$ cat src/design/dtpc_pkg.sv
// package for the dual timer with pwm and capture
// assumes a wishbone classic slave with 32-bit data, registers one word each
package dtpc_pkg;
  localparam logic [7:0] ADR_PRESCALE = 8'h00;
  localparam logic [7:0] ADR_CLKSEL   = 8'h04;
  localparam logic [7:0] ADR_CNT1     = 8'h08;
  localparam logic [7:0] ADR_CNT2     = 8'h0C;
  localparam logic [7:0] ADR_RCA      = 8'h10;
  localparam logic [7:0] ADR_RB       = 8'h14;
  localparam logic [7:0] ADR_MODE     = 8'h18;
  localparam logic [7:0] ADR_INTCTL   = 8'h1C;
  localparam logic [7:0] ADR_INTCLR   = 8'h20;
  localparam logic [4:0] PRESCALE_RST = 5'h00;
  localparam logic [2:0] CSEL_NONE    = 3'h0;
  localparam logic [2:0] CSEL_PRESC   = 3'h1;
  localparam logic [2:0] CSEL_SLOW    = 3'h4;
  localparam logic [1:0] MODE_PWM     = 2'h0;
  localparam logic [1:0] MODE_CAPT    = 2'h1;
  localparam logic [1:0] MODE_DUAL    = 2'h2;
  localparam logic [15:0] CNT_ALL_ONES = 16'hFFFF;
  // mode register bit positions
  localparam int MODE_LSB       = 0;
  localparam int EDGE_BIT       = 2;
  localparam int TOGGLE_EN_BIT  = 4;
  localparam int INIT_LEVEL_BIT = 6;
  // interrupt control: enables in 3:0, pendings in 7:4 (a,b,c,d)
  localparam int IEN_LSB = 0;
  localparam int PND_LSB = 4;

  typedef struct packed {
    logic [4:0]  prescale_divisor;
    logic [4:0]  presc_cnt;
    logic [2:0]  first_counter_clock_sel;
    logic [2:0]  second_counter_clock_sel;
    logic [15:0] counter_one;
    logic [15:0] counter_two;
    logic [15:0] reload_capture_a;
    logic [15:0] reload_b;
    logic [1:0]  mode_select_field;
    logic        capture_edge_polarity;
    logic        pin_toggle_enable;
    logic        pin_initial_level;
    logic        timer_pin;
    logic        next_from_b;
    logic [3:0]  int_enable;
    logic [3:0]  pending;
    logic [2:0]  slow_sync;
    logic [2:0]  pin_sync;
    logic        slow_lvl;
    logic        pin_lvl;
    logic        ack;
    logic [31:0] rdata;
  } dtpc_state_t;
endpackage

$ cat src/design/dtpc_timer.sv
// dual 16-bit down counter timer with pwm, input capture and dual timer modes
// assumes a wishbone classic master on i_clk; slow clock and timer pin are asynchronous
//
// Behaviour
// - each counter selects no clock, prescaled system clock or slow clock
// - five-bit down counter divides system clock by divisor plus one
// - reset clears divisor register and prescaler down counter
// - slow clock synchronised into system clock domain before use
// - counters hold while system clock stops, resume when it restarts
// - both counters disabled after reset until software configures them
// - pwm mode reloads counter one alternately from a then b
// - first pwm reload after a start from no clock or another mode comes from a
// - pwm with toggling inverts timer pin on every counter one underflow
// - pwm sets a pending on a reload, b pending on b reload
// - in pwm and capture modes counter two underflow flags source d
// - capture mode copies counter one into a on selected pin edge
// - with capture preset, store count then force counter one to all ones
// - capture sets a on pin edge and c on counter one underflow
// - dual mode reloads counter one from a, toggling pin if enabled
// - dual mode sets c pending on each low-to-high pin toggle
// - dual mode reloads counter two from b and sets d pending
// - a, b, c combine into interrupt one; d alone drives interrupt two
// - mode field: 00 pwm, 01 capture, 10 dual, 11 reserved
// - clock select: 000 none, 001 prescaled, 100 slow, others reserved
// - edge bit 0 selects falling, 1 selects rising edges
// - toggled pin starts at the programmed initial level
`timescale 1ns/1ps
`default_nettype none
module dtpc_timer (
  input  wire logic        i_clk,
  input  wire logic        i_rst_n,
  input  wire logic        i_wb_cyc,
  input  wire logic        i_wb_stb,
  input  wire logic        i_wb_we,
  input  wire logic [7:0]  i_wb_adr,
  input  wire logic [3:0]  i_wb_sel,
  input  wire logic [31:0] i_wb_dat,
  output logic      [31:0] o_wb_dat,
  output logic             o_wb_ack,
  input  wire logic        i_slow_clk,
  input  wire logic        i_timer_pin,
  output logic             o_timer_pin,
  output logic             o_timer_pin_oe_n,
  output logic             o_timer_irq_one_line,
  output logic             o_timer_irq_two_line
);
  dtpc_pkg::dtpc_state_t s_q;
  dtpc_pkg::dtpc_state_t s_d;

  // tick for a counter from its clock select code
  function automatic logic sel_tick(input logic [2:0] sel, input logic presc,
                                    input logic slow);
    case (sel)
      dtpc_pkg::CSEL_PRESC: sel_tick = presc;
      dtpc_pkg::CSEL_SLOW:  sel_tick = slow;
      default:              sel_tick = 1'b0;   // none and reserved codes stop
    endcase
  endfunction

  logic        presc_tick;
  logic        slow_rise;
  logic        pin_edge;
  logic        tick1;
  logic        tick2;
  logic        uf1;
  logic        uf2;
  logic        wr;
  logic        rd;
  logic        clr_wr;
  logic [3:0]  set_pnd;
  logic [31:0] rd_val;
  logic        tog_pin;

  always_comb begin
    s_d = s_q;
    set_pnd = 4'h0;
    rd_val = 32'h0000_0000;
    wr = i_wb_cyc && i_wb_stb && i_wb_we && !s_q.ack && i_wb_sel[0];
    rd = i_wb_cyc && i_wb_stb && !i_wb_we && !s_q.ack;
    clr_wr = wr && (i_wb_adr == dtpc_pkg::ADR_INTCLR);

    // prescaler: tick when down counter reaches zero, then reload the divisor
    presc_tick = (s_q.presc_cnt == 5'h00);
    s_d.presc_cnt = presc_tick ? s_q.prescale_divisor : s_q.presc_cnt - 5'h01;

    // three-stage synchronisers; only the second and third stages are compared
    s_d.slow_sync = {s_q.slow_sync[1:0], i_slow_clk};
    s_d.pin_sync  = {s_q.pin_sync[1:0], i_timer_pin};
    if (s_q.slow_sync[1] == s_q.slow_sync[2]) begin
      s_d.slow_lvl = s_q.slow_sync[2];
    end
    if (s_q.pin_sync[1] == s_q.pin_sync[2]) begin
      s_d.pin_lvl = s_q.pin_sync[2];
    end
    slow_rise = s_d.slow_lvl && !s_q.slow_lvl;
    pin_edge = (s_d.pin_lvl != s_q.pin_lvl) && (s_d.pin_lvl == s_q.capture_edge_polarity);

    tick1 = sel_tick(s_q.first_counter_clock_sel, presc_tick, slow_rise);
    tick2 = sel_tick(s_q.second_counter_clock_sel, presc_tick, slow_rise);
    uf1 = tick1 && (s_q.counter_one == 16'h0000);
    uf2 = tick2 && (s_q.counter_two == 16'h0000);
    tog_pin = 1'b0;

    // counter two: same in every mode, reload from b at underflow
    if (uf2) begin
      s_d.counter_two = s_q.reload_b;
      set_pnd[3] = 1'b1;
    end else if (tick2) begin
      s_d.counter_two = s_q.counter_two - 16'h0001;
    end

    case (s_q.mode_select_field)
      dtpc_pkg::MODE_PWM: begin
        if (uf1) begin
          s_d.counter_one = s_q.next_from_b ? s_q.reload_b : s_q.reload_capture_a;
          s_d.next_from_b = !s_q.next_from_b;
          set_pnd[0] = !s_q.next_from_b;
          set_pnd[1] = s_q.next_from_b;
          tog_pin = 1'b1;
        end else if (tick1) begin
          s_d.counter_one = s_q.counter_one - 16'h0001;
        end
      end
      dtpc_pkg::MODE_CAPT: begin
        if (pin_edge) begin
          s_d.reload_capture_a = s_q.counter_one;
          set_pnd[0] = 1'b1;
          if (s_q.pin_toggle_enable) begin
            s_d.counter_one = dtpc_pkg::CNT_ALL_ONES;
          end else if (tick1) begin
            s_d.counter_one = s_q.counter_one - 16'h0001;
          end
        end else if (tick1) begin
          // capture mode has no reload: counter wraps through all ones
          s_d.counter_one = s_q.counter_one - 16'h0001;
        end
        if (uf1) begin
          set_pnd[2] = 1'b1;
        end
      end
      dtpc_pkg::MODE_DUAL: begin
        if (uf1) begin
          s_d.counter_one = s_q.reload_capture_a;
          tog_pin = 1'b1;
          set_pnd[2] = s_q.pin_toggle_enable && !s_q.timer_pin;
        end else if (tick1) begin
          s_d.counter_one = s_q.counter_one - 16'h0001;
        end
      end
      default: begin
        // reserved mode: counter one holds
      end
    endcase

    // a restart (clock deselected or another mode) makes the next pwm reload come from a
    if (s_q.first_counter_clock_sel == dtpc_pkg::CSEL_NONE ||
        s_q.mode_select_field != dtpc_pkg::MODE_PWM) begin
      s_d.next_from_b = 1'b0;
    end

    if (tog_pin && s_q.pin_toggle_enable) begin
      s_d.timer_pin = !s_q.timer_pin;
    end

    // register writes; a hardware load in the same cycle loses to software
    if (wr) begin
      case (i_wb_adr)
        dtpc_pkg::ADR_PRESCALE: s_d.prescale_divisor = i_wb_dat[4:0];
        dtpc_pkg::ADR_CLKSEL: begin
          s_d.first_counter_clock_sel  = i_wb_dat[2:0];
          s_d.second_counter_clock_sel = i_wb_dat[5:3];
        end
        dtpc_pkg::ADR_CNT1: s_d.counter_one = i_wb_sel[1] ? i_wb_dat[15:0]
                                                          : {s_q.counter_one[15:8], i_wb_dat[7:0]};
        dtpc_pkg::ADR_CNT2: s_d.counter_two = i_wb_sel[1] ? i_wb_dat[15:0]
                                                          : {s_q.counter_two[15:8], i_wb_dat[7:0]};
        dtpc_pkg::ADR_RCA: s_d.reload_capture_a = i_wb_sel[1] ? i_wb_dat[15:0]
                                                  : {s_q.reload_capture_a[15:8], i_wb_dat[7:0]};
        dtpc_pkg::ADR_RB: s_d.reload_b = i_wb_sel[1] ? i_wb_dat[15:0]
                                                     : {s_q.reload_b[15:8], i_wb_dat[7:0]};
        dtpc_pkg::ADR_MODE: begin
          s_d.mode_select_field     = i_wb_dat[dtpc_pkg::MODE_LSB +: 2];
          s_d.capture_edge_polarity = i_wb_dat[dtpc_pkg::EDGE_BIT];
          s_d.pin_toggle_enable     = i_wb_dat[dtpc_pkg::TOGGLE_EN_BIT];
          s_d.pin_initial_level     = i_wb_dat[dtpc_pkg::INIT_LEVEL_BIT];
          s_d.timer_pin             = i_wb_dat[dtpc_pkg::INIT_LEVEL_BIT];
        end
        dtpc_pkg::ADR_INTCTL: s_d.int_enable = i_wb_dat[dtpc_pkg::IEN_LSB +: 4];
        default: begin
        end
      endcase
    end

    // pending: write-one-to-clear, a same-cycle event wins over the clear
    s_d.pending = (s_q.pending & ~(clr_wr ? i_wb_dat[dtpc_pkg::PND_LSB +: 4] : 4'h0))
                  | set_pnd;

    case (i_wb_adr)
      dtpc_pkg::ADR_PRESCALE: rd_val = {27'h0, s_q.prescale_divisor};
      dtpc_pkg::ADR_CLKSEL:   rd_val = {26'h0, s_q.second_counter_clock_sel,
                                        s_q.first_counter_clock_sel};
      dtpc_pkg::ADR_CNT1:     rd_val = {16'h0, s_q.counter_one};
      dtpc_pkg::ADR_CNT2:     rd_val = {16'h0, s_q.counter_two};
      dtpc_pkg::ADR_RCA:      rd_val = {16'h0, s_q.reload_capture_a};
      dtpc_pkg::ADR_RB:       rd_val = {16'h0, s_q.reload_b};
      dtpc_pkg::ADR_MODE:     rd_val = {25'h0, s_q.pin_initial_level, 1'b0,
                                        s_q.pin_toggle_enable, 1'b0,
                                        s_q.capture_edge_polarity, s_q.mode_select_field};
      dtpc_pkg::ADR_INTCTL:   rd_val = {24'h0, s_q.pending, s_q.int_enable};
      default:                rd_val = 32'h0000_0000;  // unmapped reads zero, still acked
    endcase
    s_d.ack = (i_wb_cyc && i_wb_stb && !s_q.ack);
    s_d.rdata = rd ? rd_val : s_q.rdata;
  end

  // synchronous reset; counters and reload registers clear to zero like every other register
  always_ff @(posedge i_clk) begin
    if (!i_rst_n) begin
      s_q <= '0;
    end else begin
      s_q <= s_d;  // nothing moves while the clock is stopped
    end
  end

  assign o_wb_dat = s_q.rdata;
  assign o_wb_ack = s_q.ack;
  assign o_timer_pin = s_q.timer_pin;
  // pin drives only as a toggling output outside capture mode
  assign o_timer_pin_oe_n = !(s_q.pin_toggle_enable &&
                              s_q.mode_select_field != dtpc_pkg::MODE_CAPT);
  logic c_enable;
  // in dual mode source c answers to the a enable, elsewhere to its own
  assign c_enable = (s_q.mode_select_field == dtpc_pkg::MODE_DUAL) ? s_q.int_enable[0]
                                                                   : s_q.int_enable[2];
  assign o_timer_irq_one_line = |(s_q.pending[1:0] & s_q.int_enable[1:0])
                                | (s_q.pending[2] & c_enable);
  assign o_timer_irq_two_line = s_q.pending[3] & s_q.int_enable[3];
endmodule
`default_nettype wire

$ cat config.mk
export PLATFORM = sky130hd
export DESIGN_NAME = dtpc_timer
export DESIGN_NICKNAME = d
export VERILOG_FILES = /design/src/design/dtpc_pkg.sv /design/src/design/dtpc_timer.sv
export SDC_FILE = /design/constraint.sdc
export NUM_CORES = 1
export LEC_CHECK = 0
export ABC_AREA = 1
export BUFFER_PORTS_ARGS = -buffer_cell sky130_fd_sc_hd__buf_2
export CAP_MARGIN = 20
export CELL_PAD_IN_SITES_DETAIL_PLACEMENT = 1
export CELL_PAD_IN_SITES_GLOBAL_PLACEMENT = 1
export CORE_MARGIN = 2
export CORE_UTILIZATION = 38
export DETAILED_ROUTE_END_ITERATION = 10
export GPL_TIMING_DRIVEN = 0
export PLACE_DENSITY = 0.75
export SYNTH_ARGS = -nofsm -noshare
export SYNTH_HDL_FRONTEND = slang
export SYNTH_SLANG_ARGS = --single-unit
$ cat constraint.sdc
create_clock -name i_clk -period 1.9 [get_ports i_clk]
set_input_delay 0.285 -clock i_clk [delete_from_list [all_inputs] [get_ports i_clk]]
set_output_delay 0.285 -clock i_clk [all_outputs]
set_load 0.05 [all_outputs]
==> flow_summary.yaml <==
outcome:
  outcome: "finished with violations"
  violations: "setup timing"
floorplan:
  rows: 52
  initial_core_util_pct: 38.60
  top_level_ports: 88
  coreArea_sq_um: 20170
  die_h_microns: 147.1
  die_area_sq_um: 21650
  die_w_microns: 147.1
cts:
  tritoncts: "built"
  cts_max_path_buffers: 2
  path_clk_slew_ns: 0.06
  cts.htree.levels: 4
  clkLatencyLatePin_ns: 0.44
  cts_buffers: 17
  hold_buffers: 0
  ctsRootBufferMaster: "clkbuf_16"
  numClockSinks: 120
logic_synthesis:
  synthArstFlopShare_pct: 0
  synth_xor_area_share_pct: 3.375
  ys_seq_area_share_pct: 30.86
  synth_mux_area_share_pct: 0
  yosys_warnings: 0
  syn_area_per_cell_sq_um: 6.586
  synth.distinct_cells: 48
  synth_compound_area_share_pct: 24.62
  synth_edf_count: 0
  synth_top_family_by_area: "simple AND/OR/NAND/NOR gates"
  synth_flop_cell: "dfxtp_1"
  synth_cells: 1182
  synth_area_sq_um: 7785
  synthSimpleGateAreaFrac_pct: 25.96
  synthAdderAreaFrac_pct: 1.286
  synth-seq-cells: 120
sta:
  setup_viol: 35
  timing.slew.headroom_pct: 45.02
  final.setup.tns_ns: -4.135
  hold_viol: 0
  rsz0062_at_grt: "true"
  skew_ns: 0.006138
  max_freq_ghz: 0.4454
  timing.final.crit_share_pct: 118.2
  period_needed_ns: 2.245
  tightest_slew_ns: 0.8144
  slew_viol_final: 0
  worst_slack_ns: -0.3451
  whs_ns: 0.02950
finish:
  area_growth_pct: 29.57
  layout.cells.non_filler: 1598
  drive_above_1_share_pct: 26.81
  mostFrequentLayoutCells: "244 x nand2_1, 132 x inv_1, 113 x dfxtp_1"
  fin_nets: 1375
  final_common_cell: "nand2_1"
  final_area_sq_um: 10090
  diodes: 0
  post-route-util_pct: 50.01
  fillerInstances: 2671
worst_setup_path:
  crit_end: "s_q[114]$_SDFFE_PN0P_"
  r2r-end: "s_q[114]$_SDFFE_PN0P_"
  startpoint_type: "register"
  reg2reg_setup_slack_ns: -0.35
  ff2ff_path_depth: 16
  worst_ep_arrival_time_ns: 2.53
  worst_setup_path_end_kind: "register"
  crit_start: "s_q[126]$_SDFF_PN0_"
  worstPathRequired_ns: 2.18
  r2r_start: "s_q[126]$_SDFF_PN0_"
  crit_type: "register to register"
  path_max_fanout: 6
drt:
  vias: 8902
  dr.pass1.iters: 5
  finalWirelength_mm: 33.72
  avgViaCountPerCell: 5.571
  drcViolationCount: 0
  drtIter0Drc: 741
  antenna_left: 0
  wl_per_cell_microns: 21.10
placement:
  placed_cells: 1520
  port_buffers: 53
  gp_congestion: 0.9495
  placed_cell_area_sq_um: 8444
  post-dp-hpwl_mm: 24.65
  pre_cts_ws_ns: -0.6843
pwr:
  power.density_nw_per_um2: 687.6
  ir_drop_uv: 662.1
  power.leakage_nw: 4.334
  design_power_total_mw: 6.936
global_routing:
  grt_usage_pct: 30.58
  grt_pass1_vias: 8739
  grt-ovfl-total: 0
  grt_pass1_wl_mm: 50.92
  antenna_found_initial: 0
  grt_max_degree: 17
run:
  cap_violations: 0
worst_hold_path:
  hold_path.class: "primary input to register"
[how the worst min path moves through the flow]
stage / startpoint / end / slack [ns] / cells past startpoint
floorplan: i_timer_pin / s_d[36]$_SDFF_PN0_ / 0.38 / 2
global placement: s_d[39]$_SDFF_PN0_ / s_d[40]$_SDFF_PN0_ / 0.40 / 2
detailed placement: s_d[39]$_SDFF_PN0_ / s_d[40]$_SDFF_PN0_ / 0.40 / 2
CTS: i_slow_clk / s_d[39]$_SDFF_PN0_ / 0.03 / 3
global route: i_slow_clk / s_d[39]$_SDFF_PN0_ / 0.03 / 3
finish: i_slow_clk / s_d[39]$_SDFF_PN0_ / 0.03 / 3
[state kept, by name (all words and copies together) (netlist names)]
name / cells
s_q: 98
o_wb_ack: 1
o_timer_pin: 1
s_d: 4
o_wb_dat: 16
[power breakdown]
part	switching (mW)	internal, mW	leakage, nW
Combinational	0.505	0.267	3.05
Clock	1.25	2.32	0.309
Sequential	0.0301	2.57	0.972
Total	1.78	5.15	4.33
[synth_stat cells (10+ instances only)]
cell / number / share of area (%)
o21ai_1: 25 / 1.6
a22oi_1: 10 / 0.96
nand2_1: 262 / 13
buf_4: 33 / 3.2
a21oi_1: 117 / 7.5
dfxtp_1: 120 / 31
clkbuf_1: 30 / 1.4
nor2_1: 78 / 3.8
inv_2: 13 / 0.63
a31oi_1: 11 / 0.88
buf_2: 18 / 1.2
xor2_1: 27 / 3.0
nand2_2: 10 / 0.80
nor2_2: 14 / 1.1
o21ai_0: 94 / 6.0
o211ai_1: 25 / 2.4
inv_1: 139 / 6.7
o22ai_1: 11 / 0.88
nand3_1: 53 / 3.4
[final cells by class]
cell class	count	area, sq um	share of cell area (%)
flip-flops and latches	120	2416	23.95
clock inverters	8	142.6	1.414
inverters	154	593.1	5.879
multi-input cells	838	4840	47.98
well taps	270	337.8	3.349
clock buffers	23	488.0	4.837
repair buffers	101	711.9	7.058
plain buffers	84	558.0	5.532
[cells by family (layout without fill, tap and decap cells)]
| kind of cell | Yosys count | in the layout |
|---|---|---|
| AO/OA/AOI/OAI | 330 | 330 |
| XOR/XNOR | 30 | 30 |
| adder cells (fa/ha/maj) | 8 | 8 |
| buffers and inverters | 239 | 370 |
| flip-flops | 120 | 120 |
| other | 1 | 16 |
| AND/OR/NAND/NOR | 454 | 454 |
[worst max-delay path: stages, from the launching register on]
cell and delay [ns]:
dfxtp_2 0.33, inv_2 0.08, ha_4 0.15, nand2_4 0.05, nor2_4 0.17, nand2_4 0.12, nand2_8 0.11, buf_6 0.11
nand2_4 0.06, nor2_4 0.25, nand3_2 0.11, nand3_2 0.10, nand2_1 0.09, nand2_1 0.11, nand3_2 0.09, nand2_2 0.08
a21oi_2 0.06
[repair_timing]
action | in CTS | in global routing
resized for setup | 114 | 81
pin swaps | 43 | 31
endpoints found under the hold margin | 0 | 0
setup endpoints to repair | 71 | 65
gates cloned | 2 | 2
buffers inserted | 30 | 16
[layer usage]
layer  up-vias  GRT usage (%)  part of all wire (%)  wire length (microns)
li1       4132              -                     -                      -
met1      4374          40.89                    43                  14530
met2       328          49.70                    47                  15900
met3        68          5.280                   6.6                   2239
met4         0          11.01                   3.1                   1055
met5         -              0                     0                      0
Power figures use the tool's default switching activity.
